<file path="config.mk">
export PLATFORM = sky130hd
export DESIGN_NAME = cmer_recovery
export DESIGN_NICKNAME = d
export VERILOG_FILES = /design/src/logic/cmer_recovery.v
export VERILOG_INCLUDE_DIRS = /design/src /design/src/logic
export SDC_FILE = /design/constraint.sdc
export NUM_CORES = 1
export LEC_CHECK = 0
export ABC_CLOCK_PERIOD_IN_PS = 7100
export BUFFER_PORTS_ARGS = -buffer_cell sky130_fd_sc_hd__buf_2
export CORE_MARGIN = 2
export CORE_UTILIZATION = 45
export DETAILED_ROUTE_END_ITERATION = 16
export PLACE_DENSITY = 0.71
export SLEW_MARGIN = 0
export SYNTH_ARGS = -nofsm -noshare
export SYNTH_HDL_FRONTEND = slang
export SYNTH_SLANG_ARGS = --single-unit
</file>
<file path="constraint.sdc">
create_clock -name core_clk -period 7.1 [get_ports core_clk]
set_input_delay 1.42 -clock core_clk [delete_from_list [all_inputs] [get_ports core_clk]]
set_output_delay 1.42 -clock core_clk [all_outputs]
set_load 0.01 [all_outputs]
</file>
<file path="src/logic/cmer_consts.vh">
`ifndef CMER_CONSTS_VH
`define CMER_CONSTS_VH

// widths fixed by the memory word and its check bits
`define CMER_DATA_W 32
`define CMER_ECC_W 7
`define CMER_HAM_W 6

// recovery sequencer state codes
`define CMER_ST_IDLE 2'h0
`define CMER_ST_FLUSH 2'h1
`define CMER_ST_WB 2'h2
`define CMER_ST_REFETCH 2'h3

// cause bit positions of the local interrupt
`define CMER_CAUSE_IC 0
`define CMER_CAUSE_INSTR_CLOSELY_COUPLED_MEM 1
`define CMER_CAUSE_DATA_CLOSELY_COUPLED_MEM 2

// counter increments
`define CMER_INC_NONE 2'h0
`define CMER_INC_ONE 2'h1

`endif

</file>
<file path="src/logic/cmer_recovery.v">
// Behaviour
// - count every instruction-cache fetch correctable error
// - icache counter at threshold raises local interrupt
// - icache error invalidates every line of set
// - icache error: refetch flush, pipeline flush, refill
// - icache counting covers all fetches, executed or not
// - icache single and double errors both recoverable
// - count every instruction memory fetch correctable error
// - instruction memory counter at threshold raises interrupt
// - instr memory: flush, flush, write back, refetch
// - instr memory fetch errors use flush, not inline
// - instr memory counting covers every fetch
// - count data memory load/store correctable errors
// - data memory counter at threshold raises interrupt
// - data memory errors corrected inline, written back
// - data memory handling only for non-speculative accesses
// - DMA read instr memory error: count, interrupt, write back
// - DMA read data memory error: count, interrupt, write back
// - DMA writes whole words, fresh check bits, no check
// - counters hold error count only, no location
`timescale 1ns/1ps
`include "cmer_consts.vh"

module cmer_recovery #(
	parameter CNT_W = 16,
	parameter ADDR_W = 16,
	parameter SET_W = 6
) (
	input wire core_clk,
	input wire rst_n,
	input wire ic_fetch_err,
	input wire [SET_W-1:0] ic_err_set,
	input wire instr_closely_coupled_mem_fetch_err,
	input wire [ADDR_W-1:0] instr_closely_coupled_mem_fetch_addr,
	input wire [`CMER_DATA_W-1:0] instr_closely_coupled_mem_fetch_fix,
	input wire data_closely_coupled_mem_ls_err,
	input wire data_closely_coupled_mem_ls_spec,
	input wire [ADDR_W-1:0] data_closely_coupled_mem_ls_addr,
	input wire [`CMER_DATA_W-1:0] data_closely_coupled_mem_ls_fix,
	input wire dma_rd_err,
	input wire dma_rd_to_instr_closely_coupled_mem,
	input wire [ADDR_W-1:0] dma_rd_addr,
	input wire [`CMER_DATA_W-1:0] dma_rd_fix,
	input wire dma_wr_en,
	input wire dma_wr_to_instr_closely_coupled_mem,
	input wire [ADDR_W-1:0] dma_wr_addr,
	input wire [`CMER_DATA_W-1:0] dma_wr_data,
	input wire [CNT_W-1:0] ic_thresh,
	input wire [CNT_W-1:0] instr_closely_coupled_mem_thresh,
	input wire [CNT_W-1:0] data_closely_coupled_mem_thresh,
	output reg [CNT_W-1:0] ic_cnt_q,
	output reg [CNT_W-1:0] instr_closely_coupled_mem_cnt_q,
	output reg [CNT_W-1:0] data_closely_coupled_mem_cnt_q,
	output reg corr_err_irq_q,
	output reg [2:0] irq_cause_q,
	output reg ic_inval_q,
	output reg [SET_W-1:0] ic_inval_set_q,
	output reg refetch_pc_flush_q,
	output reg pipe_flush_q,
	output reg ic_refill_q,
	output reg instr_closely_coupled_mem_refetch_q,
	output reg rec_busy_q,
	output reg instr_closely_coupled_mem_wr_q,
	output reg [ADDR_W-1:0] instr_closely_coupled_mem_wr_addr_q,
	output reg [`CMER_DATA_W-1:0] instr_closely_coupled_mem_wr_data_q,
	output reg [`CMER_ECC_W-1:0] instr_closely_coupled_mem_wr_ecc_q,
	output reg data_closely_coupled_mem_wr_q,
	output reg [ADDR_W-1:0] data_closely_coupled_mem_wr_addr_q,
	output reg [`CMER_DATA_W-1:0] data_closely_coupled_mem_wr_data_q,
	output reg [`CMER_ECC_W-1:0] data_closely_coupled_mem_wr_ecc_q
);

	// single-error-correct double-detect check bits for one word
	function [`CMER_ECC_W-1:0] cmer_ecc;
		input [`CMER_DATA_W-1:0] d;
		integer i;
		integer k;
		integer p;
		reg [`CMER_ECC_W-1:0] c;
		begin
			c = {`CMER_ECC_W{1'b0}};
			p = 2;
			for (i = 0; i < `CMER_DATA_W; i = i + 1) begin
				p = p + 1;
				// skip code positions owned by check bits
				if ((p & (p - 1)) == 0)
					p = p + 1;
				for (k = 0; k < `CMER_HAM_W; k = k + 1) begin
					if (p[k])
						c[k] = c[k] ^ d[i];
				end
			end
			c[`CMER_HAM_W] = ^{d, c[`CMER_HAM_W-1:0]};
			cmer_ecc = c;
		end
	endfunction

	// saturating add; a wrapped count would re-fire the interrupt
	function [CNT_W-1:0] cmer_sat;
		input [CNT_W-1:0] cnt;
		input [1:0] inc;
		reg [CNT_W:0] sum;
		begin
			sum = {1'b0, cnt} + {{(CNT_W-1){1'b0}}, inc};
			if (sum[CNT_W])
				cmer_sat = {CNT_W{1'b1}};
			else
				cmer_sat = sum[CNT_W-1:0];
		end
	endfunction

	// crossing test so a step of two cannot jump over the threshold
	function cmer_hit;
		input [CNT_W-1:0] cnt;
		input [CNT_W-1:0] nxt;
		input [CNT_W-1:0] th;
		begin
			cmer_hit = (cnt < th) && (nxt >= th);
		end
	endfunction

	wire ls_new;
	wire dma_rd_i;
	wire dma_rd_d;
	wire dma_wr_i;
	wire dma_wr_d;
	wire [1:0] ic_inc;
	wire [1:0] instr_closely_coupled_mem_inc;
	wire [1:0] data_closely_coupled_mem_inc;
	wire [CNT_W-1:0] ic_cnt_d;
	wire [CNT_W-1:0] instr_closely_coupled_mem_cnt_d;
	wire [CNT_W-1:0] data_closely_coupled_mem_cnt_d;
	wire [2:0] hit;
	wire instr_closely_coupled_mem_port_dma;
	wire wb_go;

	reg [1:0] state_q;
	reg [1:0] state_d;
	reg rec_instr_closely_coupled_mem_q;
	reg [ADDR_W-1:0] rec_addr_q;
	reg [`CMER_DATA_W-1:0] rec_data_q;
	reg [SET_W-1:0] rec_set_q;
	reg pend_q;
	reg [ADDR_W-1:0] pend_addr_q;
	reg [`CMER_DATA_W-1:0] pend_data_q;
	reg iw_en;
	reg [ADDR_W-1:0] iw_addr;
	reg [`CMER_DATA_W-1:0] iw_data;
	reg dw_en;
	reg [ADDR_W-1:0] dw_addr;
	reg [`CMER_DATA_W-1:0] dw_data;
	reg ls_taken;
	reg pend_taken;

	// speculative accesses never touch counters or memory
	assign ls_new = data_closely_coupled_mem_ls_err && !data_closely_coupled_mem_ls_spec;
	assign dma_rd_i = dma_rd_err && dma_rd_to_instr_closely_coupled_mem;
	assign dma_rd_d = dma_rd_err && !dma_rd_to_instr_closely_coupled_mem;
	assign dma_wr_i = dma_wr_en && dma_wr_to_instr_closely_coupled_mem;
	assign dma_wr_d = dma_wr_en && !dma_wr_to_instr_closely_coupled_mem;

	// per-memory increments; counters keep a tally only, never an address
	assign ic_inc = {1'b0, ic_fetch_err};
	assign instr_closely_coupled_mem_inc = {1'b0, instr_closely_coupled_mem_fetch_err} + {1'b0, dma_rd_i};
	assign data_closely_coupled_mem_inc = {1'b0, ls_new} + {1'b0, dma_rd_d};
	assign ic_cnt_d = cmer_sat(ic_cnt_q, ic_inc);
	assign instr_closely_coupled_mem_cnt_d = cmer_sat(instr_closely_coupled_mem_cnt_q, instr_closely_coupled_mem_inc);
	assign data_closely_coupled_mem_cnt_d = cmer_sat(data_closely_coupled_mem_cnt_q, data_closely_coupled_mem_inc);

	// threshold reached on this update; a zero threshold never fires
	assign hit[`CMER_CAUSE_IC] = cmer_hit(ic_cnt_q, ic_cnt_d, ic_thresh);
	assign hit[`CMER_CAUSE_INSTR_CLOSELY_COUPLED_MEM] = cmer_hit(instr_closely_coupled_mem_cnt_q, instr_closely_coupled_mem_cnt_d, instr_closely_coupled_mem_thresh);
	assign hit[`CMER_CAUSE_DATA_CLOSELY_COUPLED_MEM] = cmer_hit(data_closely_coupled_mem_cnt_q, data_closely_coupled_mem_cnt_d, data_closely_coupled_mem_thresh);

	// dma owns the instruction memory port; the sequencer waits for it
	assign instr_closely_coupled_mem_port_dma = dma_wr_i || dma_rd_i;
	assign wb_go = (state_q == `CMER_ST_WB) && !instr_closely_coupled_mem_port_dma;

	// counters and local interrupt pulse
	always @(posedge core_clk) begin
		if (!rst_n) begin
			ic_cnt_q <= {CNT_W{1'b0}};
			instr_closely_coupled_mem_cnt_q <= {CNT_W{1'b0}};
			data_closely_coupled_mem_cnt_q <= {CNT_W{1'b0}};
			corr_err_irq_q <= 1'b0;
			irq_cause_q <= 3'h0;
		end else begin
			ic_cnt_q <= ic_cnt_d;
			instr_closely_coupled_mem_cnt_q <= instr_closely_coupled_mem_cnt_d;
			data_closely_coupled_mem_cnt_q <= data_closely_coupled_mem_cnt_d;
			corr_err_irq_q <= |hit;
			irq_cause_q <= hit;
		end
	end

	// fetch recovery sequencer: flush first, inline fix would cost a cycle
	always @* begin
		state_d = state_q;
		case (state_q)
		`CMER_ST_IDLE: begin
			if (ic_fetch_err || instr_closely_coupled_mem_fetch_err)
				state_d = `CMER_ST_FLUSH;
		end
		`CMER_ST_FLUSH: begin
			if (rec_instr_closely_coupled_mem_q)
				state_d = `CMER_ST_WB;
			else
				state_d = `CMER_ST_REFETCH;
		end
		`CMER_ST_WB: begin
			if (wb_go)
				state_d = `CMER_ST_REFETCH;
		end
		`CMER_ST_REFETCH: begin
			state_d = `CMER_ST_IDLE;
		end
		default: begin
			state_d = `CMER_ST_IDLE;
		end
		endcase
	end

	// capture the failing fetch; later errors during recovery are counted only
	always @(posedge core_clk) begin
		if (!rst_n) begin
			state_q <= `CMER_ST_IDLE;
			rec_instr_closely_coupled_mem_q <= 1'b0;
			rec_addr_q <= {ADDR_W{1'b0}};
			rec_data_q <= {`CMER_DATA_W{1'b0}};
			rec_set_q <= {SET_W{1'b0}};
		end else begin
			state_q <= state_d;
			if (state_q == `CMER_ST_IDLE && (ic_fetch_err || instr_closely_coupled_mem_fetch_err)) begin
				// instruction memory wins if both fail together
				rec_instr_closely_coupled_mem_q <= instr_closely_coupled_mem_fetch_err;
				rec_addr_q <= instr_closely_coupled_mem_fetch_addr;
				rec_data_q <= instr_closely_coupled_mem_fetch_fix;
				rec_set_q <= ic_err_set;
			end
		end
	end

	// one-cycle control pulses toward the pipeline and the cache, plus the rec_busy_q level held through recovery
	always @(posedge core_clk) begin
		if (!rst_n) begin
			ic_inval_q <= 1'b0;
			ic_inval_set_q <= {SET_W{1'b0}};
			refetch_pc_flush_q <= 1'b0;
			pipe_flush_q <= 1'b0;
			ic_refill_q <= 1'b0;
			instr_closely_coupled_mem_refetch_q <= 1'b0;
			rec_busy_q <= 1'b0;
		end else begin
			ic_inval_q <= (state_d == `CMER_ST_FLUSH) && !instr_closely_coupled_mem_fetch_err;
			ic_inval_set_q <= ic_err_set;
			refetch_pc_flush_q <= (state_d == `CMER_ST_FLUSH);
			pipe_flush_q <= (state_d == `CMER_ST_FLUSH);
			ic_refill_q <= (state_d == `CMER_ST_REFETCH) && !rec_instr_closely_coupled_mem_q;
			instr_closely_coupled_mem_refetch_q <= (state_d == `CMER_ST_REFETCH) && rec_instr_closely_coupled_mem_q;
			rec_busy_q <= (state_d != `CMER_ST_IDLE);
		end
	end

	// instruction memory write port: dma write, dma fix, fetch fix
	always @* begin
		iw_en = 1'b0;
		iw_addr = {ADDR_W{1'b0}};
		iw_data = {`CMER_DATA_W{1'b0}};
		if (dma_wr_i) begin
			iw_en = 1'b1;
			iw_addr = dma_wr_addr;
			iw_data = dma_wr_data;
		end else if (dma_rd_i) begin
			iw_en = 1'b1;
			iw_addr = dma_rd_addr;
			iw_data = dma_rd_fix;
		end else if (wb_go) begin
			iw_en = 1'b1;
			iw_addr = rec_addr_q;
			iw_data = rec_data_q;
		end
	end

	// data memory write port; a blocked load/store fix waits one slot
	always @* begin
		dw_en = 1'b0;
		dw_addr = {ADDR_W{1'b0}};
		dw_data = {`CMER_DATA_W{1'b0}};
		ls_taken = 1'b0;
		pend_taken = 1'b0;
		if (dma_wr_d) begin
			dw_en = 1'b1;
			dw_addr = dma_wr_addr;
			dw_data = dma_wr_data;
		end else if (dma_rd_d) begin
			dw_en = 1'b1;
			dw_addr = dma_rd_addr;
			dw_data = dma_rd_fix;
		end else if (pend_q) begin
			dw_en = 1'b1;
			dw_addr = pend_addr_q;
			dw_data = pend_data_q;
			pend_taken = 1'b1;
		end else if (ls_new) begin
			dw_en = 1'b1;
			dw_addr = data_closely_coupled_mem_ls_addr;
			dw_data = data_closely_coupled_mem_ls_fix;
			ls_taken = 1'b1;
		end
	end

	// single deferral slot; keeps the load/store fix when dma holds the port
	always @(posedge core_clk) begin
		if (!rst_n) begin
			pend_q <= 1'b0;
			pend_addr_q <= {ADDR_W{1'b0}};
			pend_data_q <= {`CMER_DATA_W{1'b0}};
		end else if (ls_new && !ls_taken) begin
			pend_q <= 1'b1;
			pend_addr_q <= data_closely_coupled_mem_ls_addr;
			pend_data_q <= data_closely_coupled_mem_ls_fix;
		end else if (pend_taken) begin
			pend_q <= 1'b0;
		end
	end

	// registered write ports; check bits always regenerated, never checked
	always @(posedge core_clk) begin
		if (!rst_n) begin
			instr_closely_coupled_mem_wr_q <= 1'b0;
			instr_closely_coupled_mem_wr_addr_q <= {ADDR_W{1'b0}};
			instr_closely_coupled_mem_wr_data_q <= {`CMER_DATA_W{1'b0}};
			instr_closely_coupled_mem_wr_ecc_q <= {`CMER_ECC_W{1'b0}};
			data_closely_coupled_mem_wr_q <= 1'b0;
			data_closely_coupled_mem_wr_addr_q <= {ADDR_W{1'b0}};
			data_closely_coupled_mem_wr_data_q <= {`CMER_DATA_W{1'b0}};
			data_closely_coupled_mem_wr_ecc_q <= {`CMER_ECC_W{1'b0}};
		end else begin
			instr_closely_coupled_mem_wr_q <= iw_en;
			instr_closely_coupled_mem_wr_addr_q <= iw_addr;
			instr_closely_coupled_mem_wr_data_q <= iw_data;
			instr_closely_coupled_mem_wr_ecc_q <= cmer_ecc(iw_data);
			data_closely_coupled_mem_wr_q <= dw_en;
			data_closely_coupled_mem_wr_addr_q <= dw_addr;
			data_closely_coupled_mem_wr_data_q <= dw_data;
			data_closely_coupled_mem_wr_ecc_q <= cmer_ecc(dw_data);
		end
	end

endmodule

</file>
=== Yosys cells after proc, flatten, opt, wreduce, memory -nomap -nowiden ===
Cells that the tools add are included.

* Register bits after elaboration: 275
* Input bits: 256
* Word-level logic and storage cells: 1426
* Output and inout port bits: 176

* $add $sub $neg: 95
* Multiplexer cells: 843
* $lt $le $gt $ge: 6
* Bitwise gates (word level): 392
* Eq/ne operators: 5
* Reduce and logical (&&, ||, !) cells: 59

{| class="wikitable"
|+ Operators with widths
! kind !! count
|-
| $mux 32 || 66
|-
| $add 32x2->32 const B || 59
|-
| $and 32x32->32 || 30
|-
| $logic_not 32->1 || 30
|-
| $sub 32x2->32 const B || 30
|-
| $mux 1 || 762
|-
| $xor 1x1->1 || 362
|-
| $mux 16 || 10
|-
| $reduce_xor 38->1 || 2
|-
| $ge 16x16->1 || 3
|-
| $lt 16x16->1 || 3
|-
| $add 16x2->17 || 2
|-
| $add 16x1->17 || 1
|-
| $logic_and 1x1->1 || 14
|-
| $mux 6 || 2
|-
| $pmux 2 s4 || 1
|-
| $logic_not 1->1 || 7
|-
| $add 6x2->6 const B || 1
|-
| $eq 2x2->1 const B || 3
|-
| $add 1x1->2 || 2
|-
| $eq 2x1->1 const B || 2
|-
| $mux 2 || 2
|-
| $reduce_bool 2->1 || 2
|-
| $reduce_or 3->1 || 1
|-
| 2 further kinds || 3
|}

=== Logic depth before layout (Yosys ltp) ===
Gate-level depths: netlist of run 1.

* Word-level depth: 184
* Gate-level depth with buffers: 25
* Gate-level depth less buffers: 22

=== Worst setup path after synthesis of run 1 ===
Ideal clock, no wire load.

* Path kind: input port to flip-flop
* Start: in data_closely_coupled_mem_ls_err
* End: reg corr_err_irq_q
* Stages: 25
* Slack: 1062 ps
* Data required time: 6966 ps
* Buffers on the path: 4
* Data arrival time: 5905 ps
* Setup time: 134 ps
* Cells stage by stage: nor2b_1 -> buf_6 -> buf_2 -> buf_1 -> clkbuf_1 -> fa_1 -> ha_1 -> and3_1 -> nand3_1 -> nor2_1 -> inv_1 -> or3_1 -> nor2b_1 -> ha_1 -> nand2b_1 -> a21o_1 -> a21o_1 -> a21o_1 -> a21o_1 -> a21o_1 -> a21o_1 -> a21oi_1 -> o21ai_0 -> a41oi_1 -> o211ai_1

* Word-level cells in the longest chain between the ends: 7

{| class="wikitable"
|+ RTL lines
! element !! line !! source
|-
| start, declared || cmer_recovery.v:36 || <nowiki>input wire data_closely_coupled_mem_ls_err,</nowiki>
|-
| $logic_and 1x1->1 || cmer_recovery.v:156 || <nowiki>assign ls_new = data_closely_coupled_mem_ls_err && !data_closely_coupled_mem_ls_spec;</nowiki>
|-
| $add 1x1->2 || cmer_recovery.v:165 || <nowiki>assign data_closely_coupled_mem_inc = {1'b0, ls_new} + {1'b0, dma_rd_d};</nowiki>
|-
| $add 16x2->17 || cmer_recovery.v:104 || <nowiki>sum = {1'b0, cnt} + {{(CNT_W-1){1'b0}}, inc};</nowiki>
|-
| $mux 16 || cmer_recovery.v:105 || <nowiki>if (sum[CNT_W])</nowiki>
|-
| $ge 16x16->1 || cmer_recovery.v:118 || <nowiki>cmer_hit = (cnt < th) && (nxt >= th);</nowiki>
|-
| $logic_and 1x1->1 || cmer_recovery.v:118 ||
|-
| $reduce_or 3->1 || cmer_recovery.v:191 || <nowiki>corr_err_irq_q <= |hit;</nowiki>
|-
| end signal, assigned || cmer_recovery.v:191 ||
|-
| end, declared || cmer_recovery.v:54 || <nowiki>output reg corr_err_irq_q,</nowiki>
|}

Every way passes these cells.
A chain may end at the register's enable or synchronous reset.

=== Final worst setup path of run 1 ===
* Start: in dma_rd_to_instr_closely_coupled_mem
* End: reg corr_err_irq_q

* Word-level cells in the longest chain between the ends: 8
* Elaborated cells on any way between the ends: 14
* Classes of those cells: 4 x add/sub; 2 x order compare; 2 x mux; 6 x reduce/logical

{| class="wikitable"
|+ RTL lines
! element !! line !! source
|-
| start, declared || cmer_recovery.v:41 || <nowiki>input wire dma_rd_to_instr_closely_coupled_mem,</nowiki>
|-
| $logic_not 1->1 || cmer_recovery.v:158 || <nowiki>assign dma_rd_d = dma_rd_err && !dma_rd_to_instr_closely_coupled_mem;</nowiki>
|-
| $logic_and 1x1->1 || cmer_recovery.v:158 ||
|-
| $add 1x1->2 || cmer_recovery.v:165 ||
|-
| $add 16x2->17 || cmer_recovery.v:104 ||
|-
| $mux 16 || cmer_recovery.v:105 ||
|-
| $ge 16x16->1 || cmer_recovery.v:118 ||
|-
| $logic_and 1x1->1 || cmer_recovery.v:118 ||
|-
| $reduce_or 3->1 (*) || cmer_recovery.v:191 ||
|}

Mark *: on every way between the ends. The rest lies on a longest branch, timed or not.

==> flow_metrics.env, run 1 <==
export IMPL_finalSetupViolCount=0
export IMPL_first_pass_iters=6
export IMPL_cp_slowest_cell="or3_1"
export IMPL_die_h_um=188.5
export IMPL_routed_wl_um=53200
export IMPL_drcViolationCount=0
export IMPL_chipWidth_um=188.5
export IMPL_critPathKind="in2reg"
export IMPL_fmax_mhz=176.0
export IMPL_routed_via_density=5.468
export IMPL_ys_types=61
export IMPL_hpwl_um=40120
export IMPL_cts_sinks=275
export IMPL_leakagePower_nw=9.097
export IMPL_io_buffer_count=431
export IMPL_post_route_util=0.5601
export IMPL_p_per_area_mw_per_mm2=272.7
export IMPL_cts_made_buffers=34
export IMPL_ctsHtreeMaxLevel=2
export IMPL_cts_clk_slew_worst_paths_ns=0.06
export IMPL_rows=67
export IMPL_hold_violations=0
export IMPL_rsz0062_at_grt="no"
export IMPL_grt_usage=0.2875
export IMPL_synth_main_ff_cell="dfxtp_1"
export IMPL_first_iter_violations=1075
export IMPL_antenna_found_initial=10
export IMPL_syn_inst=1819
export IMPL_wl_per_cell_um=19.96
export IMPL_setup_worst_path_start_class="input pin"
export IMPL_status="finished, final reports clean"
export IMPL_drive_above_1_share=0.2463
export IMPL_grt_overflow=0
export IMPL_ctsResizeCount=0
export IMPL_grt_pass1_wl_um=79610
export IMPL_grt_pass1_vias=13816
export IMPL_start_util=0.4569
export IMPL_hold_path_class="reg2reg"
export IMPL_yosys_top_cells_area="dfxtp_1 (36%), ha_1 (8.2%), nand2_1 (8.0%)"
export IMPL_synth_seq_cells=275
export IMPL_path_max_fanout=13
export IMPL_tns_ns=0
export IMPL_synthesis_area_mm2=0.01532
export IMPL_synthToLayoutAreaGrowth_pct=22.58
export IMPL_final_nets=2544
export IMPL_min_period_over_period=0.8003
export IMPL_drv_cap=0
export IMPL_slew_viol_final=0
export IMPL_crit_chain="buf_2 -> nand2b_1 -> inv_4 -> fa_1 -> ha_1 -> and3_1 -> nand3_1 -> nor2_1 -> inv_1 -> or3_1 -> nor2b_1 -> ha_1 -> nand2b_1 -> a21o_1 -> a21o_1 -> a21o_1 -> a21o_1 -> a21o_1 -> a21o_1 -> a21oi_1 -> o21ai_0 -> a41oi_1 -> o211ai_1"
export IMPL_max_slew_margin=0.2431
export IMPL_fin_crit_ns=5.682
export IMPL_crit_path_end_kind="register"
export IMPL_gp_congestion=0.9899
export IMPL_clockBufferDepth=3
export IMPL_worstSkewPairLatency_ns=0.53
export IMPL_cp_required_ns=7.47
export IMPL_cts_tree="done"
export IMPL_synth_edf_count=0
export IMPL_grt_max_degree=101
export IMPL_cp_common_cell="a21o_1"
export IMPL_synth_avg_cell_area_um2=8.423
export IMPL_crit_path_max_incr_delay_ns=0.58
export IMPL_ios=432
export IMPL_die_area_mm2=0.03554
export IMPL_ys_async_sr_fraction=0
export IMPL_ctsHoldBuffers=0
export IMPL_ant_nets=0
export IMPL_seq_area_frac_synth=0.3593
export IMPL_worstPathArrival_ns=6.05
export IMPL_coreArea_mm2=0.03353
export IMPL_synthesis_nets=2177
export IMPL_clock_skew_ns=0.03292
export IMPL_yosysTopAreaCell="dfxtp_1"
export IMPL_clockRootBuffer="clkbuf_16"
export IMPL_vias=14571
export IMPL_ir_worst_vdd_mv=0.1732
export IMPL_synth_top_area_frac=0.3593
export IMPL_post_cts_setup_buffers=0
export IMPL_worst_slew_pin_slew_ns=1.131
export IMPL_synth_warnings=0
power by group:
| part | leakage (nW) | internal [mW] | switching, mW | total (mW) |
|---|---|---|---|---|
| registers | 2.26 | 1.72 | 0.0907 | 1.82 |
| logic | 6.30 | 0.719 | 0.889 | 1.61 |
| clock network | 0.538 | 1.01 | 0.692 | 1.70 |
| total | 9.10 | 3.45 | 1.67 | 5.12 |
cells by family (layout without fill, tap and decap cells):
| kind of cell | count (synthesis) | after routing | share of synthesized area |
|---|---|---|---|
| muxes | 3 | 3 | 0.002041 |
| AOI/OAI and AO/OA | 410 | 410 | 0.1923 |
| xor gates and xnor gates | 162 | 162 | 0.09922 |
| adders and majority gates | 103 | 103 | 0.08493 |
| and+or+nand+nor | 691 | 691 | 0.2126 |
| other | 0 | 8 | 0 |
| DFF | 275 | 275 | 0.3593 |
| buffers and inverters | 175 | 565 | 0.04957 |
synth_stat cells (15+ instances only):
cell and number:
a221oi_1 25, buf_2 22, dfxtp_1 275, inv_1 58, xor2_1 32, nor2_1 68, nor3_1 15, nand2_1 325
xnor2_1 119, o211a_1 19, clkbuf_1 68, and2_1 73, o221ai_1 16, a21oi_1 92, nor2b_1 85, a21boi_0 97
ha_1 100, o21ai_0 47, nand3_1 77, a21o_1 45
sequential cells by signal (all words and copies together) (netlist names), 2 cells and up:
register,flops
pend_data_q,32
rec_data_q,32
rec_addr_q,16
data_closely_coupled_mem_wr_ecc_q,7
instr_closely_coupled_mem_cnt_q,16
instr_closely_coupled_mem_wr_data_q,32
pend_addr_q,16
instr_closely_coupled_mem_wr_ecc_q,7
instr_closely_coupled_mem_wr_addr_q,16
data_closely_coupled_mem_wr_data_q,32
state_q,2
data_closely_coupled_mem_cnt_q,16
ic_inval_set_q,6
ic_cnt_q,16
irq_cause_q,3
data_closely_coupled_mem_wr_addr_q,16
path summary, 6_finish.rpt:
check / depth (start not counted) / endpoint / startpoint / slack, ns
worst max-delay path: 23 / corr_err_irq_q / dma_rd_to_instr_closely_coupled_mem / 1.42
worst min-delay path: 2 / pend_addr_q[0] / pend_addr_q[0] / 0.47
worst max register to register: 20 / corr_err_irq_q / data_closely_coupled_mem_cnt_q[0] / 2.00
worst min register to register: 2 / pend_addr_q[0] / pend_addr_q[0] / 0.47
worst max-delay path: cells and delay by family:
family                     cells  cell delay (ns)
AOI/OAI and AO/OA             10             1.72
adders and majority gates      3             0.90
buffers and inverters          3             0.25
and+or+nand+nor                7             1.76
layout make-up:
| class | instances | area (um^2) |
|---|---|---|
| timing repair buffer | 446 | 2276 |
| clock buffer | 48 | 983.4 |
| multi-input combinational | 1369 | 9102 |
| fill | 3176 | 14750 |
| clock inverter | 11 | 105.1 |
| tap | 448 | 560.5 |
| sequential | 275 | 5507 |
| antenna | 8 | 20.02 |
| inverter | 60 | 227.7 |
stage by stage:
stage	setup slack, ns	instance area, um^2	total power [mW]	instances	hold slack, ns
after floorplan	1.062	15320	2.968	1819	0.4433
after global placement	1.012	17670	3.422	2598	0.4509
after detailed placement	0.9692	17670	3.445	2598	0.4583
after CTS	1.447	18760	5.141	2657	0.4669
after global routing	1.061	18770	5.360	2662	0.4773
final	1.418	18780	5.122	2665	0.4662
per-layer routing:
layer,global-route usage,share of wire,up-vias
met2,0.4830,0.47,700
met5,0,0.00024,-
met1,0.3718,0.41,6830
met3,0.06109,0.089,105
li1,-,-,6934
met4,0.08173,0.028,2
layout by cell type (no fill, tap or decap), types with 7 or more instances in the layout:
master and count:
buf_2 430, nand2_1 324, dfxtp_1 274, xnor2_1 119, ha_1 99, a21boi_0 97
a21oi_1 92, nor2b_1 83, nand3_1 77, and2_1 73, nor2_1 68, inv_1 58
o21ai_0 46, a21o_1 45, clkbuf_16 34, xor2_1 32, a221oi_1 25, o211a_1 19
o221ai_1 16, nor3_1 15, buf_4 15, nand2b_1 14, and3_1 12, o31a_1 11
nand4_1 10, o211ai_1 9, diode_2 8, a2bb2oi_2 8, xnor2_2 8, clkbuf_8 8
a31oi_1 7
No activity file was read; power rests on OpenSTA's default activity.
==> run 2: changes to the inputs <==
--- a/config.mk
+++ b/config.mk
@@ -6,12 +6,12 @@
 export SDC_FILE = /design/constraint.sdc
 export NUM_CORES = 1
 export LEC_CHECK = 0
-export ABC_CLOCK_PERIOD_IN_PS = 7100
+export ABC_CLOCK_PERIOD_IN_PS = 4770
 export BUFFER_PORTS_ARGS = -buffer_cell sky130_fd_sc_hd__buf_2
 export CORE_MARGIN = 2
 export CORE_UTILIZATION = 45
 export DETAILED_ROUTE_END_ITERATION = 16
-export PLACE_DENSITY = 0.71
+export PLACE_DENSITY = 0.73
 export SLEW_MARGIN = 0
 export SYNTH_ARGS = -nofsm -noshare
 export SYNTH_HDL_FRONTEND = slang
==> constraint.sdc (replaced) <==
create_clock -name core_clk -period 4.77 [get_ports core_clk]
set_input_delay 0.954 -clock core_clk [delete_from_list [all_inputs] [get_ports core_clk]]
set_output_delay 0.954 -clock core_clk [all_outputs]
set_load 0.01 [all_outputs]
==> run 2 against run 1 <==
Net effect:
- critical path type unchanged
- core utilization is 0.57 points higher
- hold slack hardly changed
- final cell count grew 0.53%
- highest routed layer unchanged
==> flow_metrics.env, run 2 (synthesized netlist as in run 1, its figures left out) <==
export IMPL_slew_viol_final=0
export IMPL_cts_sinks=275
export IMPL_max_slew_margin=0.3371
export IMPL_layout_commonest_cell="buf_2"
export IMPL_reg2regPathDepth=20
export IMPL_drv_cap=0
export IMPL_cts_made_buffers=30
export IMPL_cp_required_ns=5.20
export IMPL_hpwl_um=42150
export IMPL_crit_start="dma_rd_to_instr_closely_coupled_mem"
export IMPL_grt_pass1_wl_um=80280
export IMPL_clockBufferDepth=3
export IMPL_finalSetupViolCount=0
export IMPL_p_switching_mw=2.475
export IMPL_r2r_setup_slack_ns=0.67
export IMPL_grt_overflow=0
export IMPL_hold_violations=0
export IMPL_fin_crit_ns=4.233
export IMPL_worstSkewPairLatency_ns=0.56
export IMPL_hold_ws_ns=0.4660
export IMPL_pwr_share_clk=0.332
export IMPL_swShare=0.3214
export IMPL_ir_worst_vdd_mv=0.3119
export IMPL_crit_path_end_kind="register"
export IMPL_ant_nets=0
export IMPL_rr_endpoint="corr_err_irq_q"
export IMPL_gp_congestion=0.9699
export IMPL_pwr_share_comb=0.317
export IMPL_grt_pass1_vias=14072
export IMPL_hold_path_class="reg2reg"
export IMPL_clockRootBuffer="clkbuf_16"
export IMPL_wl_per_cell_um=20.02
export IMPL_drive_above_1_share=0.2562
export IMPL_io_buffer_count=431
export IMPL_tns_ns=0
export IMPL_post_route_util=0.5658
export IMPL_fin_area_mm2=0.01897
export IMPL_fmax_mhz=236.2
export IMPL_p_seq_frac=0.350
export IMPL_cts_tree="done"
export IMPL_internal_power_mw=5.227
export IMPL_path_max_fanout=2
export IMPL_ctsResizeCount=0
export IMPL_cts_clk_slew_worst_paths_ns=0.06
export IMPL_vias=14649
export IMPL_critPathKind="in2reg"
export IMPL_chipWidth_um=188.5
export IMPL_final_nets=2556
export IMPL_ctsHoldBuffers=0
export IMPL_grt_usage=0.2901
export IMPL_die_area_mm2=0.03554
export IMPL_post_cts_setup_buffers=0
export IMPL_placed_cell_area_mm2=0.01785
export IMPL_p_per_area_mw_per_mm2=405.9
export IMPL_routed_wl_um=53640
export IMPL_synthToLayoutAreaGrowth_pct=23.83
export IMPL_clock_skew_ns=0.008733
export IMPL_leakagePower_nw=9.181
export IMPL_pre_cts_ws_ns=0.02023
export IMPL_rsz0062_at_grt="no"
export IMPL_reg2reg_from="data_closely_coupled_mem_cnt_q[0]"
export IMPL_ios=432
export IMPL_hp_start="rec_data_q[3]"
export IMPL_start_util=0.4569
export IMPL_layout_setup_ws_ns=0.5372
export IMPL_antenna_found_initial=11
export IMPL_status="finished, final reports clean"
export IMPL_worst_slew_pin_slew_ns=0.9906
export IMPL_mostFrequentLayoutCells="buf_2 (430), nand2_1 (324), dfxtp_1 (274)"
export IMPL_grt_max_degree=106
export IMPL_setup_worst_path_start_class="input pin"
export IMPL_rows=67
export IMPL_first_pass_iters=6
export IMPL_endpoint="corr_err_irq_q"
export IMPL_worstPathArrival_ns=4.66
export IMPL_routed_via_density=5.468
export IMPL_drcViolationCount=0
export IMPL_first_iter_violations=1265
export IMPL_coreArea_mm2=0.03353
export IMPL_die_h_um=188.5
export IMPL_ctsHtreeMaxLevel=1
export IMPL_min_period_over_period=0.8874
run 2: cell types whose count changed in the layout (fill, tap and decap cells not counted), sizes merged:
cell,before,now
clkinv,6,7
clkbuf,48,40
diode,8,10
bufinv,1,5
inv,63,60
buf,446,462
clkinvlp,1,3
run 2: worst min path at each step:
| stage | end | slack [ns] | depth (start not counted) |
|---|---|---|---|
| after floorplan | pend_data_q[11] | 0.44 | 2 |
| after global placement | pend_data_q[28] | 0.45 | 2 |
| after detailed placement | rec_data_q[31] | 0.46 | 2 |
| after CTS | rec_data_q[31] | 0.47 | 2 |
| after global routing | pend_data_q[24] | 0.49 | 2 |
| final | rec_data_q[3] | 0.47 | 2 |
run 2: through the flow:
| stage | power [mW] | cells |
|---|---|---|
| after floorplan | 4.429 | 1819 |
| after global placement | 5.115 | 2614 |
| after detailed placement | 5.171 | 2614 |
| after CTS | 7.725 | 2669 |
| after global routing | 8.047 | 2678 |
| final | 7.702 | 2679 |
run 2: final cells by class:
cell class | instances | area [um^2]
tap | 448 | 560.5
clock buffer | 40 | 889.6
fill | 3115 | 14560
timing repair buffer | 462 | 2396
sequential | 275 | 5507
multi-input combinational | 1369 | 9156
clock inverter | 15 | 211.5
antenna | 10 | 25.02
inverter | 60 | 227.7
run 2: layer usage:
| metal | track usage | vias up | part of all wire |
|---|---|---|---|
| met3 | 0.05681 | 104 | 0.095 |
| met1 | 0.3809 | 6813 | 0.41 |
| met2 | 0.4693 | 787 | 0.46 |
| met4 | 0.1142 | 2 | 0.038 |
| li1 | - | 6943 | - |
| met5 | 0 | - | 0.00021 |
run 2: power groups by stage:
stage	Clock [mW]	Combinational [mW]	Sequential, mW
6_report	2.56	2.44	2.70
5_1_grt	2.68	2.64	2.72
4_1_cts	2.59	2.44	2.70
3_5_place_dp	0	2.43	2.74
3_3_place_gp	0	2.38	2.74
2_1_floorplan	0	1.66	2.77
run 2: worst max-delay path, cell delays in order:
cell      delay [ns]
buf_2           0.10
nand2b_1        0.18
inv_4           0.08
fa_2            0.32
ha_4            0.16
and3_4          0.20
nand3_4         0.09
nor2_4          0.12
inv_2           0.05
or3_4           0.32
nor2b_4         0.14
ha_1            0.26
nand2b_1        0.15
a21o_1          0.17
a21o_1          0.17
a21o_1          0.17
a21o_1          0.18
a21o_1          0.17
a21o_1          0.17
a21oi_1         0.13
o21ai_1         0.08
a41oi_1         0.21
o211ai_1        0.10
